`src/lsrd_defines.svh`:
```
// Behaviour
// - Shift right, zero fill, write destination
// - Register amount uses low eight bits only
// - Flag forms update flags, others do not
// - Immediate field zero means shift thirty-two
// - Short immediate fields at 10:6, 5:3, 2:0
// - Short form inside conditional block: no flags
// - Short form outside conditional block: set flags
// - Wide amount is upper 14:12 with lower
// - Short register form: one field, source and destination
// - Wide forms need main extension enabled
// - Immediate forms act as move with right shift
`ifndef LSRD_DEFINES_SVH
`define LSRD_DEFINES_SVH

// Opcode patterns
`define LSRD_IMM16_OP 5'h01
`define LSRD_REG16_OP 10'h103
`define LSRD_IMM32_OP 11'h752
`define LSRD_IMM32_LOW 4'hf
`define LSRD_REG32_OP 9'h1f4
`define LSRD_REG32_FIX 4'hf
`define LSRD_SHIFT_TYPE_RIGHT 2'h1

// Field positions
`define LSRD_FLAG_SEL_BIT 4
`define LSRD_SHORT_AMT_HI 10
`define LSRD_SHORT_AMT_LO 6
`define LSRD_WIDE_UPPER_HI 14
`define LSRD_WIDE_UPPER_LO 12
`define LSRD_WIDE_LOWER_HI 7
`define LSRD_WIDE_LOWER_LO 6

// Amount that a zero immediate field stands for
`define LSRD_IMM_ZERO_AMOUNT 6'h20

// Register offsets and reset values
`define LSRD_CTRL_OFFSET 8'h00
`define LSRD_EXEC_COUNT_OFFSET 8'h04
`define LSRD_UNDEF_COUNT_OFFSET 8'h08
`define LSRD_CTRL_MAIN_EXT_BIT 0
`define LSRD_CTRL_RESET 1'h1

`endif

```
`src/lsrd_pkg.sv`:
```
package lsrd_pkg;

	typedef enum logic [2:0] {
		LSRD_FORM_NONE = 3'h0,
		LSRD_FORM_IMM16 = 3'h1,
		LSRD_FORM_REG16 = 3'h3,
		LSRD_FORM_IMM32 = 3'h2,
		LSRD_FORM_REG32 = 3'h6
	} lsrd_form_type;

endpackage : lsrd_pkg

```
`src/lsrd_core.sv`:
```
`timescale 1ns/10ps
`include "lsrd_defines.svh"

module lsrd_core (
	input wire logic core_clk_i,
	input wire logic rst_i,
	// Fetch side
	input wire logic instr_valid_i,
	input wire logic instr_wide_i,
	input wire logic [31:0] instr_i,
	input wire logic inside_conditional_block_i,
	// Register file read, data one cycle after address
	output logic [3:0] rf_rd_addr_a_o,
	output logic [3:0] rf_rd_addr_b_o,
	input wire logic [31:0] rf_rd_data_a_i,
	input wire logic [31:0] rf_rd_data_b_i,
	// Register file write
	output logic rf_wr_en_o,
	output logic [3:0] rf_wr_addr_o,
	output logic [31:0] rf_wr_data_o,
	// Condition flags
	input wire logic flag_c_i,
	output logic flags_we_o,
	output logic flag_n_o,
	output logic flag_z_o,
	output logic flag_c_o,
	output logic undef_o,
	// Software port
	input wire logic [7:0] reg_addr_i,
	input wire logic [31:0] reg_wdata_i,
	input wire logic reg_we_i,
	input wire logic reg_re_i,
	output logic [31:0] reg_rdata_o
);

	logic [15:0] hw1;
	logic [15:0] hw2;
	lsrd_pkg::lsrd_form_type next_form;
	logic [3:0] next_dest;
	logic [3:0] next_src;
	logic [3:0] next_amt_reg;
	logic [5:0] next_imm;
	logic next_flags;

	logic main_ext_enable;
	logic [31:0] exec_count;
	logic [31:0] undef_count;

	logic s1_valid;
	lsrd_pkg::lsrd_form_type s1_form;
	logic [3:0] s1_dest;
	logic [5:0] s1_imm;
	logic s1_flags;
	logic s1_undef;

	logic s2_valid;
	logic s2_is_reg;
	logic [3:0] s2_dest;
	logic [5:0] s2_imm;
	logic s2_flags;
	logic s2_undef;

	logic [7:0] next_amount;
	logic [31:0] next_result;
	logic next_carry;

	function automatic logic [5:0] decode_amount(input logic [4:0] field);
		if (field == 5'h00) begin
			decode_amount = `LSRD_IMM_ZERO_AMOUNT;
		end else begin
			decode_amount = {1'b0, field};
		end
	endfunction : decode_amount

	function automatic logic [32:0] shift_right(input logic [31:0] value, input logic [7:0] amt);
		logic [32:0] ext;
		ext = {value, 1'b0};
		shift_right = ext >> amt;
	endfunction : shift_right

	assign hw1 = instr_i[15:0];
	assign hw2 = instr_i[31:16];

	always_comb begin
		next_form = lsrd_pkg::LSRD_FORM_NONE;
		next_dest = 4'h0;
		next_src = 4'h0;
		next_amt_reg = 4'h0;
		next_imm = 6'h00;
		next_flags = 1'b0;
		if (!instr_wide_i) begin
			if (hw1[15:11] == `LSRD_IMM16_OP) begin
				next_form = lsrd_pkg::LSRD_FORM_IMM16;
				next_imm = decode_amount(hw1[`LSRD_SHORT_AMT_HI:`LSRD_SHORT_AMT_LO]);
				next_src = {1'b0, hw1[5:3]};
				next_dest = {1'b0, hw1[2:0]};
				next_flags = !inside_conditional_block_i;
			end else if (hw1[15:6] == `LSRD_REG16_OP) begin
				next_form = lsrd_pkg::LSRD_FORM_REG16;
				// one field for source and destination
				next_src = {1'b0, hw1[2:0]};
				next_dest = {1'b0, hw1[2:0]};
				next_amt_reg = {1'b0, hw1[5:3]};
				next_flags = !inside_conditional_block_i;
			end
		end else begin
			if (hw1[15:5] == `LSRD_IMM32_OP && hw1[3:0] == `LSRD_IMM32_LOW &&
				!hw2[15] && hw2[5:4] == `LSRD_SHIFT_TYPE_RIGHT) begin
				next_form = lsrd_pkg::LSRD_FORM_IMM32;
				next_imm = decode_amount({hw2[`LSRD_WIDE_UPPER_HI:`LSRD_WIDE_UPPER_LO],
					hw2[`LSRD_WIDE_LOWER_HI:`LSRD_WIDE_LOWER_LO]});
				next_dest = hw2[11:8];
				next_src = hw2[3:0];
				next_flags = hw1[`LSRD_FLAG_SEL_BIT];
			end else if (hw1[15:7] == `LSRD_REG32_OP &&
				hw1[6:5] == `LSRD_SHIFT_TYPE_RIGHT &&
				hw2[15:12] == `LSRD_REG32_FIX && hw2[7:4] == 4'h0) begin
				next_form = lsrd_pkg::LSRD_FORM_REG32;
				next_src = hw1[3:0];
				next_dest = hw2[11:8];
				next_amt_reg = hw2[3:0];
				next_flags = hw1[`LSRD_FLAG_SEL_BIT];
			end
		end
	end

	// Decode stage
	always_ff @(posedge core_clk_i or posedge rst_i) begin
		if (rst_i) begin
			s1_valid <= 1'b0;
			s1_form <= lsrd_pkg::LSRD_FORM_NONE;
			s1_dest <= 4'h0;
			s1_imm <= 6'h00;
			s1_flags <= 1'b0;
			s1_undef <= 1'b0;
			rf_rd_addr_a_o <= 4'h0;
			rf_rd_addr_b_o <= 4'h0;
		end else begin
			s1_valid <= instr_valid_i && next_form != lsrd_pkg::LSRD_FORM_NONE;
			s1_form <= next_form;
			s1_dest <= next_dest;
			s1_imm <= next_imm;
			s1_flags <= next_flags;
			s1_undef <= (next_form == lsrd_pkg::LSRD_FORM_IMM32 ||
				next_form == lsrd_pkg::LSRD_FORM_REG32) && !main_ext_enable;
			rf_rd_addr_a_o <= next_src;
			rf_rd_addr_b_o <= next_amt_reg;
		end
	end

	// Operand stage, waits for register file data
	always_ff @(posedge core_clk_i or posedge rst_i) begin
		if (rst_i) begin
			s2_valid <= 1'b0;
			s2_is_reg <= 1'b0;
			s2_dest <= 4'h0;
			s2_imm <= 6'h00;
			s2_flags <= 1'b0;
			s2_undef <= 1'b0;
		end else begin
			s2_valid <= s1_valid;
			s2_is_reg <= s1_form == lsrd_pkg::LSRD_FORM_REG16 ||
				s1_form == lsrd_pkg::LSRD_FORM_REG32;
			s2_dest <= s1_dest;
			s2_imm <= s1_imm;
			s2_flags <= s1_flags;
			s2_undef <= s1_undef;
		end
	end

	always_comb begin
		// immediate forms share the move shifter
		next_amount = s2_is_reg ? rf_rd_data_b_i[7:0] : {2'h0, s2_imm};
		{next_result, next_carry} = shift_right(rf_rd_data_a_i, next_amount);
		if (next_amount == 8'h00) begin
			next_carry = flag_c_i;
		end
	end

	// Result write
	always_ff @(posedge core_clk_i or posedge rst_i) begin
		if (rst_i) begin
			rf_wr_en_o <= 1'b0;
			rf_wr_addr_o <= 4'h0;
			rf_wr_data_o <= 32'h0000_0000;
			undef_o <= 1'b0;
		end else begin
			rf_wr_en_o <= s2_valid && !s2_undef;
			rf_wr_addr_o <= s2_dest;
			rf_wr_data_o <= next_result;
			undef_o <= s2_valid && s2_undef;
		end
	end

	// Flag update
	always_ff @(posedge core_clk_i or posedge rst_i) begin
		if (rst_i) begin
			flags_we_o <= 1'b0;
			flag_n_o <= 1'b0;
			flag_z_o <= 1'b0;
			flag_c_o <= 1'b0;
		end else begin
			flags_we_o <= s2_valid && !s2_undef && s2_flags;
			flag_n_o <= next_result[31];
			flag_z_o <= next_result == 32'h0000_0000;
			// carry is last bit shifted out
			flag_c_o <= next_carry;
		end
	end

	// Control register
	always_ff @(posedge core_clk_i or posedge rst_i) begin
		if (rst_i) begin
			main_ext_enable <= `LSRD_CTRL_RESET;
		end else if (reg_we_i && reg_addr_i == `LSRD_CTRL_OFFSET) begin
			main_ext_enable <= reg_wdata_i[`LSRD_CTRL_MAIN_EXT_BIT];
		end
	end

	// Event counters, write of any value clears, an event counted in the same cycle wins
	always_ff @(posedge core_clk_i or posedge rst_i) begin
		if (rst_i) begin
			exec_count <= 32'h0000_0000;
		end else if (s2_valid && !s2_undef) begin
			exec_count <= exec_count + 32'h0000_0001;
		end else if (reg_we_i && reg_addr_i == `LSRD_EXEC_COUNT_OFFSET) begin
			exec_count <= 32'h0000_0000;
		end
	end

	always_ff @(posedge core_clk_i or posedge rst_i) begin
		if (rst_i) begin
			undef_count <= 32'h0000_0000;
		end else if (s2_valid && s2_undef) begin
			undef_count <= undef_count + 32'h0000_0001;
		end else if (reg_we_i && reg_addr_i == `LSRD_UNDEF_COUNT_OFFSET) begin
			undef_count <= 32'h0000_0000;
		end
	end

	// Read data, zero outside reads and for unmapped offsets
	always_ff @(posedge core_clk_i or posedge rst_i) begin
		if (rst_i) begin
			reg_rdata_o <= 32'h0000_0000;
		end else if (reg_re_i) begin
			unique case (reg_addr_i)
				`LSRD_CTRL_OFFSET: begin
					reg_rdata_o <= {31'h0000_0000, main_ext_enable};
				end
				`LSRD_EXEC_COUNT_OFFSET: begin
					reg_rdata_o <= exec_count;
				end
				`LSRD_UNDEF_COUNT_OFFSET: begin
					reg_rdata_o <= undef_count;
				end
				default: begin
					reg_rdata_o <= 32'h0000_0000;
				end
			endcase
		end else begin
			reg_rdata_o <= 32'h0000_0000;
		end
	end

endmodule : lsrd_core

```
`config.mk`:
```
export PLATFORM = sky130hd
export DESIGN_NAME = lsrd_core
export DESIGN_NICKNAME = d
export VERILOG_FILES = /design/src/lsrd_pkg.sv /design/src/lsrd_core.sv
export VERILOG_INCLUDE_DIRS = /design/src
export SDC_FILE = /design/constraint.sdc
export NUM_CORES = 1
export LEC_CHECK = 0
export BUFFER_PORTS_ARGS = -buffer_cell sky130_fd_sc_hd__buf_4
export CAP_MARGIN = 10
export CORE_MARGIN = 2
export CORE_UTILIZATION = 54
export CTS_CLUSTER_SIZE = 24
export DETAILED_ROUTE_END_ITERATION = 8
export PLACE_DENSITY = 0.88
export SLEW_MARGIN = 20
export SYNTH_ARGS = -nofsm -noshare
export SYNTH_HDL_FRONTEND = slang
export SYNTH_SLANG_ARGS = --single-unit
```
`constraint.sdc`:
```
create_clock -name core_clk_i -period 5.9 [get_ports core_clk_i]
set_input_delay 0.295 -clock core_clk_i [delete_from_list [all_inputs] [get_ports core_clk_i]]
set_output_delay 0.295 -clock core_clk_i [all_outputs]
set_load 0.005 [all_outputs]
```
==> results.md <==
- Status: finished clean
- Clk pin slew, worst setup/hold paths: 0.07 ns
- Placed Area: approximately 11000 um2
- Hold_ws: 0.0583 ns
- Max Cap Violations: 0
- Synth area leaders: dfrtp_1 48%, mux2i_1 7.7%, nand3_1 3.9%, nor2_1 3.6%, o22ai_1 3.6%
- Min Tclk post-route: 4.13 ns
- Sink Count: ~180
- Post-layout util: 0.670
- Cells after Synth: 918
- Violation count after the first detailed-route iteration: 788
- Critical path capture point type: flop
- Via density: between 6 and 7
- Post-Layout Inst Area: between 10000 and 15000 um2
- Die height: 134 um
- CTS H-tree depth: 4
- Post-synth top area cell: dfrtp_1
- FP Rows: 47
- Sequential Area: about 4400 um2
- Gp weighted congestion: about 0.95
- Top FF cell, synth: dfrtp_1
- Slowest library cell on the worst path: dfrtp_1
- Die area: 18000 um2
- Crit path DAT: 4.49 ns
- GRT Overall Usage: 0.279
- Core area: 16600 um2
- Post-CTS Setup Bufs: 0
- Final period util: 0.699
- Setup WS post-layout: 1.77 ns
- Port Buffers: 170
- Tightest Hold Check Type: in -> async
- Peak VDD IR: around 0.21 mV
- Crit start category: flop
- RSZ-0062 raised after global routing: no
- Worst Setup SP: s2_is_reg
- Hold violation count in the final report: 0
- Final Skew: 0.00968 ns
- # hold bufs at CTS: 0
- Final setup violation count: 0
- Per-cell routed wire length: 18.9 um
- Post-synthesis register bit count: approximately 180
- 1st-pass router iterations: 5
- GRT overflow: 0
- Non-Filler Instances: 1301
- TritonCTS clock tree: built
- Net count reported at finish: between 1000 and 1500
- Clk buf depth: 2
- EDFF count, synth: 0
- Overall routed net length: 24600 um
- Commonest non-fill, non-tap cell in the layout: buf_4
- Pleak: 5.03 nW
- Distinct cells, synth: 72
- Post-CTS resize count: 0
- P&R area growth vs syn: 21.3%
- Total number of vias: 8304
- Root Buffer: clkbuf_16
- Tot Pwr: 2.79 mW
- Pwr/cell area: between 200 and 300 nW/um2
- Dpl cells: about 1300
- CTS Buf Count: 17
- Post-synth ARST share: 1.00
- Fmax: 242 MHz
- Biggest regs: exec_count x32, reg_rdata_o x32, undef_count x32
- Filler Cell Count: around 1300
- Sequential-to-total area share from yosys stat: 0.481
- Post-synthesis cell area: 9160 um2
- Most frequent cells in the layout: 180 x buf_4, 175 x dfrtp_1, 89 x nor2_1, 74 x nand2_1, 71 x nand3_1
- Dpl hpwl: 17700 um
- Antenna viol nets, final: 0
- Worst-path fanout max: 23
- I/O Pins: approximately 230
- WS Path Type: reg -> reg
- Die X: 134 um
- Yosys top cell area share: 0.478
- Slew Viols, Final: 0
- Worst path required time: 6.26 ns
- Syn Nets: 1064
- YS warnings: 0
- Skew-Pair Late Insertion Delay: 0.43 ns
- Slew HR: 0.247
- Fraction of final layout cells sized beyond drive strength 1: 0.230
- Global-route wire length before repair: between 40000 and 50000 um
- Area of the multi-input gates: about 4400 um2
- Post-route DRC: 0
- Setup TNS: 0 ns
- Largest net degree at the start of global routing: slightly above 100
- Number of global-route vias before repair: between 7000 and 8000
- Slew at the pin closest to its max-slew limit: about 1.1 ns
- Starting Density: 0.552
- RR Startpoint: s2_is_reg
- Initial antenna violation count: 0
- Avg Cell Area, Syn: between 9 and 10 um2
- Crit-path max cell delay: just over 0.9 ns
- Crit-path cells: mux2i_4, nand2_1, o22ai_1, nor2_1, a221o_1, or4_1, nor4_1, and3_1
- Pre-CTS setup slack: 1.83 ns
- ANT cells: 0
[area by class of cell]
class,instances,share of cell area
clock buffer,17,0.0383
clock inverter,15,0.0152
inverter,10,0.00383
multi-input combinational,683,0.400
sequential,176,0.397
tap,220,0.0248
timing repair buffer,180,0.122
[logic make-up after synthesis]
| logic type | synth area share |
|---|---|
| muxes | 0.108 |
| and+or+nand+nor | 0.176 |
| buffers and inverters | 0.0350 |
| DFF | 0.481 |
| adders and majority gates | 0.00273 |
| AOI/OAI and AO/OA | 0.192 |
| xor gates and xnor gates | 0.00478 |
[critical path: cells and delay by family, from the launching register on]
kind            cells  cell delay (ns)
simple gates        5             1.60
flops               1             0.92
mux                 1             0.89
compound gates      2             0.65
[Yosys cell counts (13+ instances only)]
cell type	number
nor2_1	89
a22o_1	15
and2_1	15
a22oi_1	36
nand3_1	71
o21ai_0	56
o211ai_1	16
a21oi_1	13
o31ai_1	16
mux2i_1	70
nand4_1	19
clkbuf_1	27
o22ai_1	52
nand2_1	74
dfrtp_1	175
[power breakdown]
group | total [mW] | switching, mW | internal (mW)
registers | 1.34 | 0.0693 | 1.27
logic | 0.329 | 0.181 | 0.148
clock network | 1.12 | 0.521 | 0.603
[per-layer routing]
metal | track usage | vias up | routed length, um
met1 | 0.389 | 4068 | 10400
met3 | 0.0620 | 37 | 1970
met2 | 0.436 | 399 | 11700
met4 | 0.0906 | 0 | 468
li1 | - | 3800 | -
met5 | 0 | - | 0
[final timing paths]
path | to | slack [ns] | cells past startpoint
setup / recovery | flag_z_o | 1.77 | 8
hold / removal | reg_rdata_o[12] | 0.06 | 2
setup reg to reg | flag_z_o | 1.77 | 8
hold reg to reg | s2_dest[0] | 0.35 | 0
max in group asynchronous | rf_rd_addr_a_o[1] | 4.39 | 3
min in group core_clk_i | s1_flags | 0.06 | 2
Power figures use the tool's default switching activity.
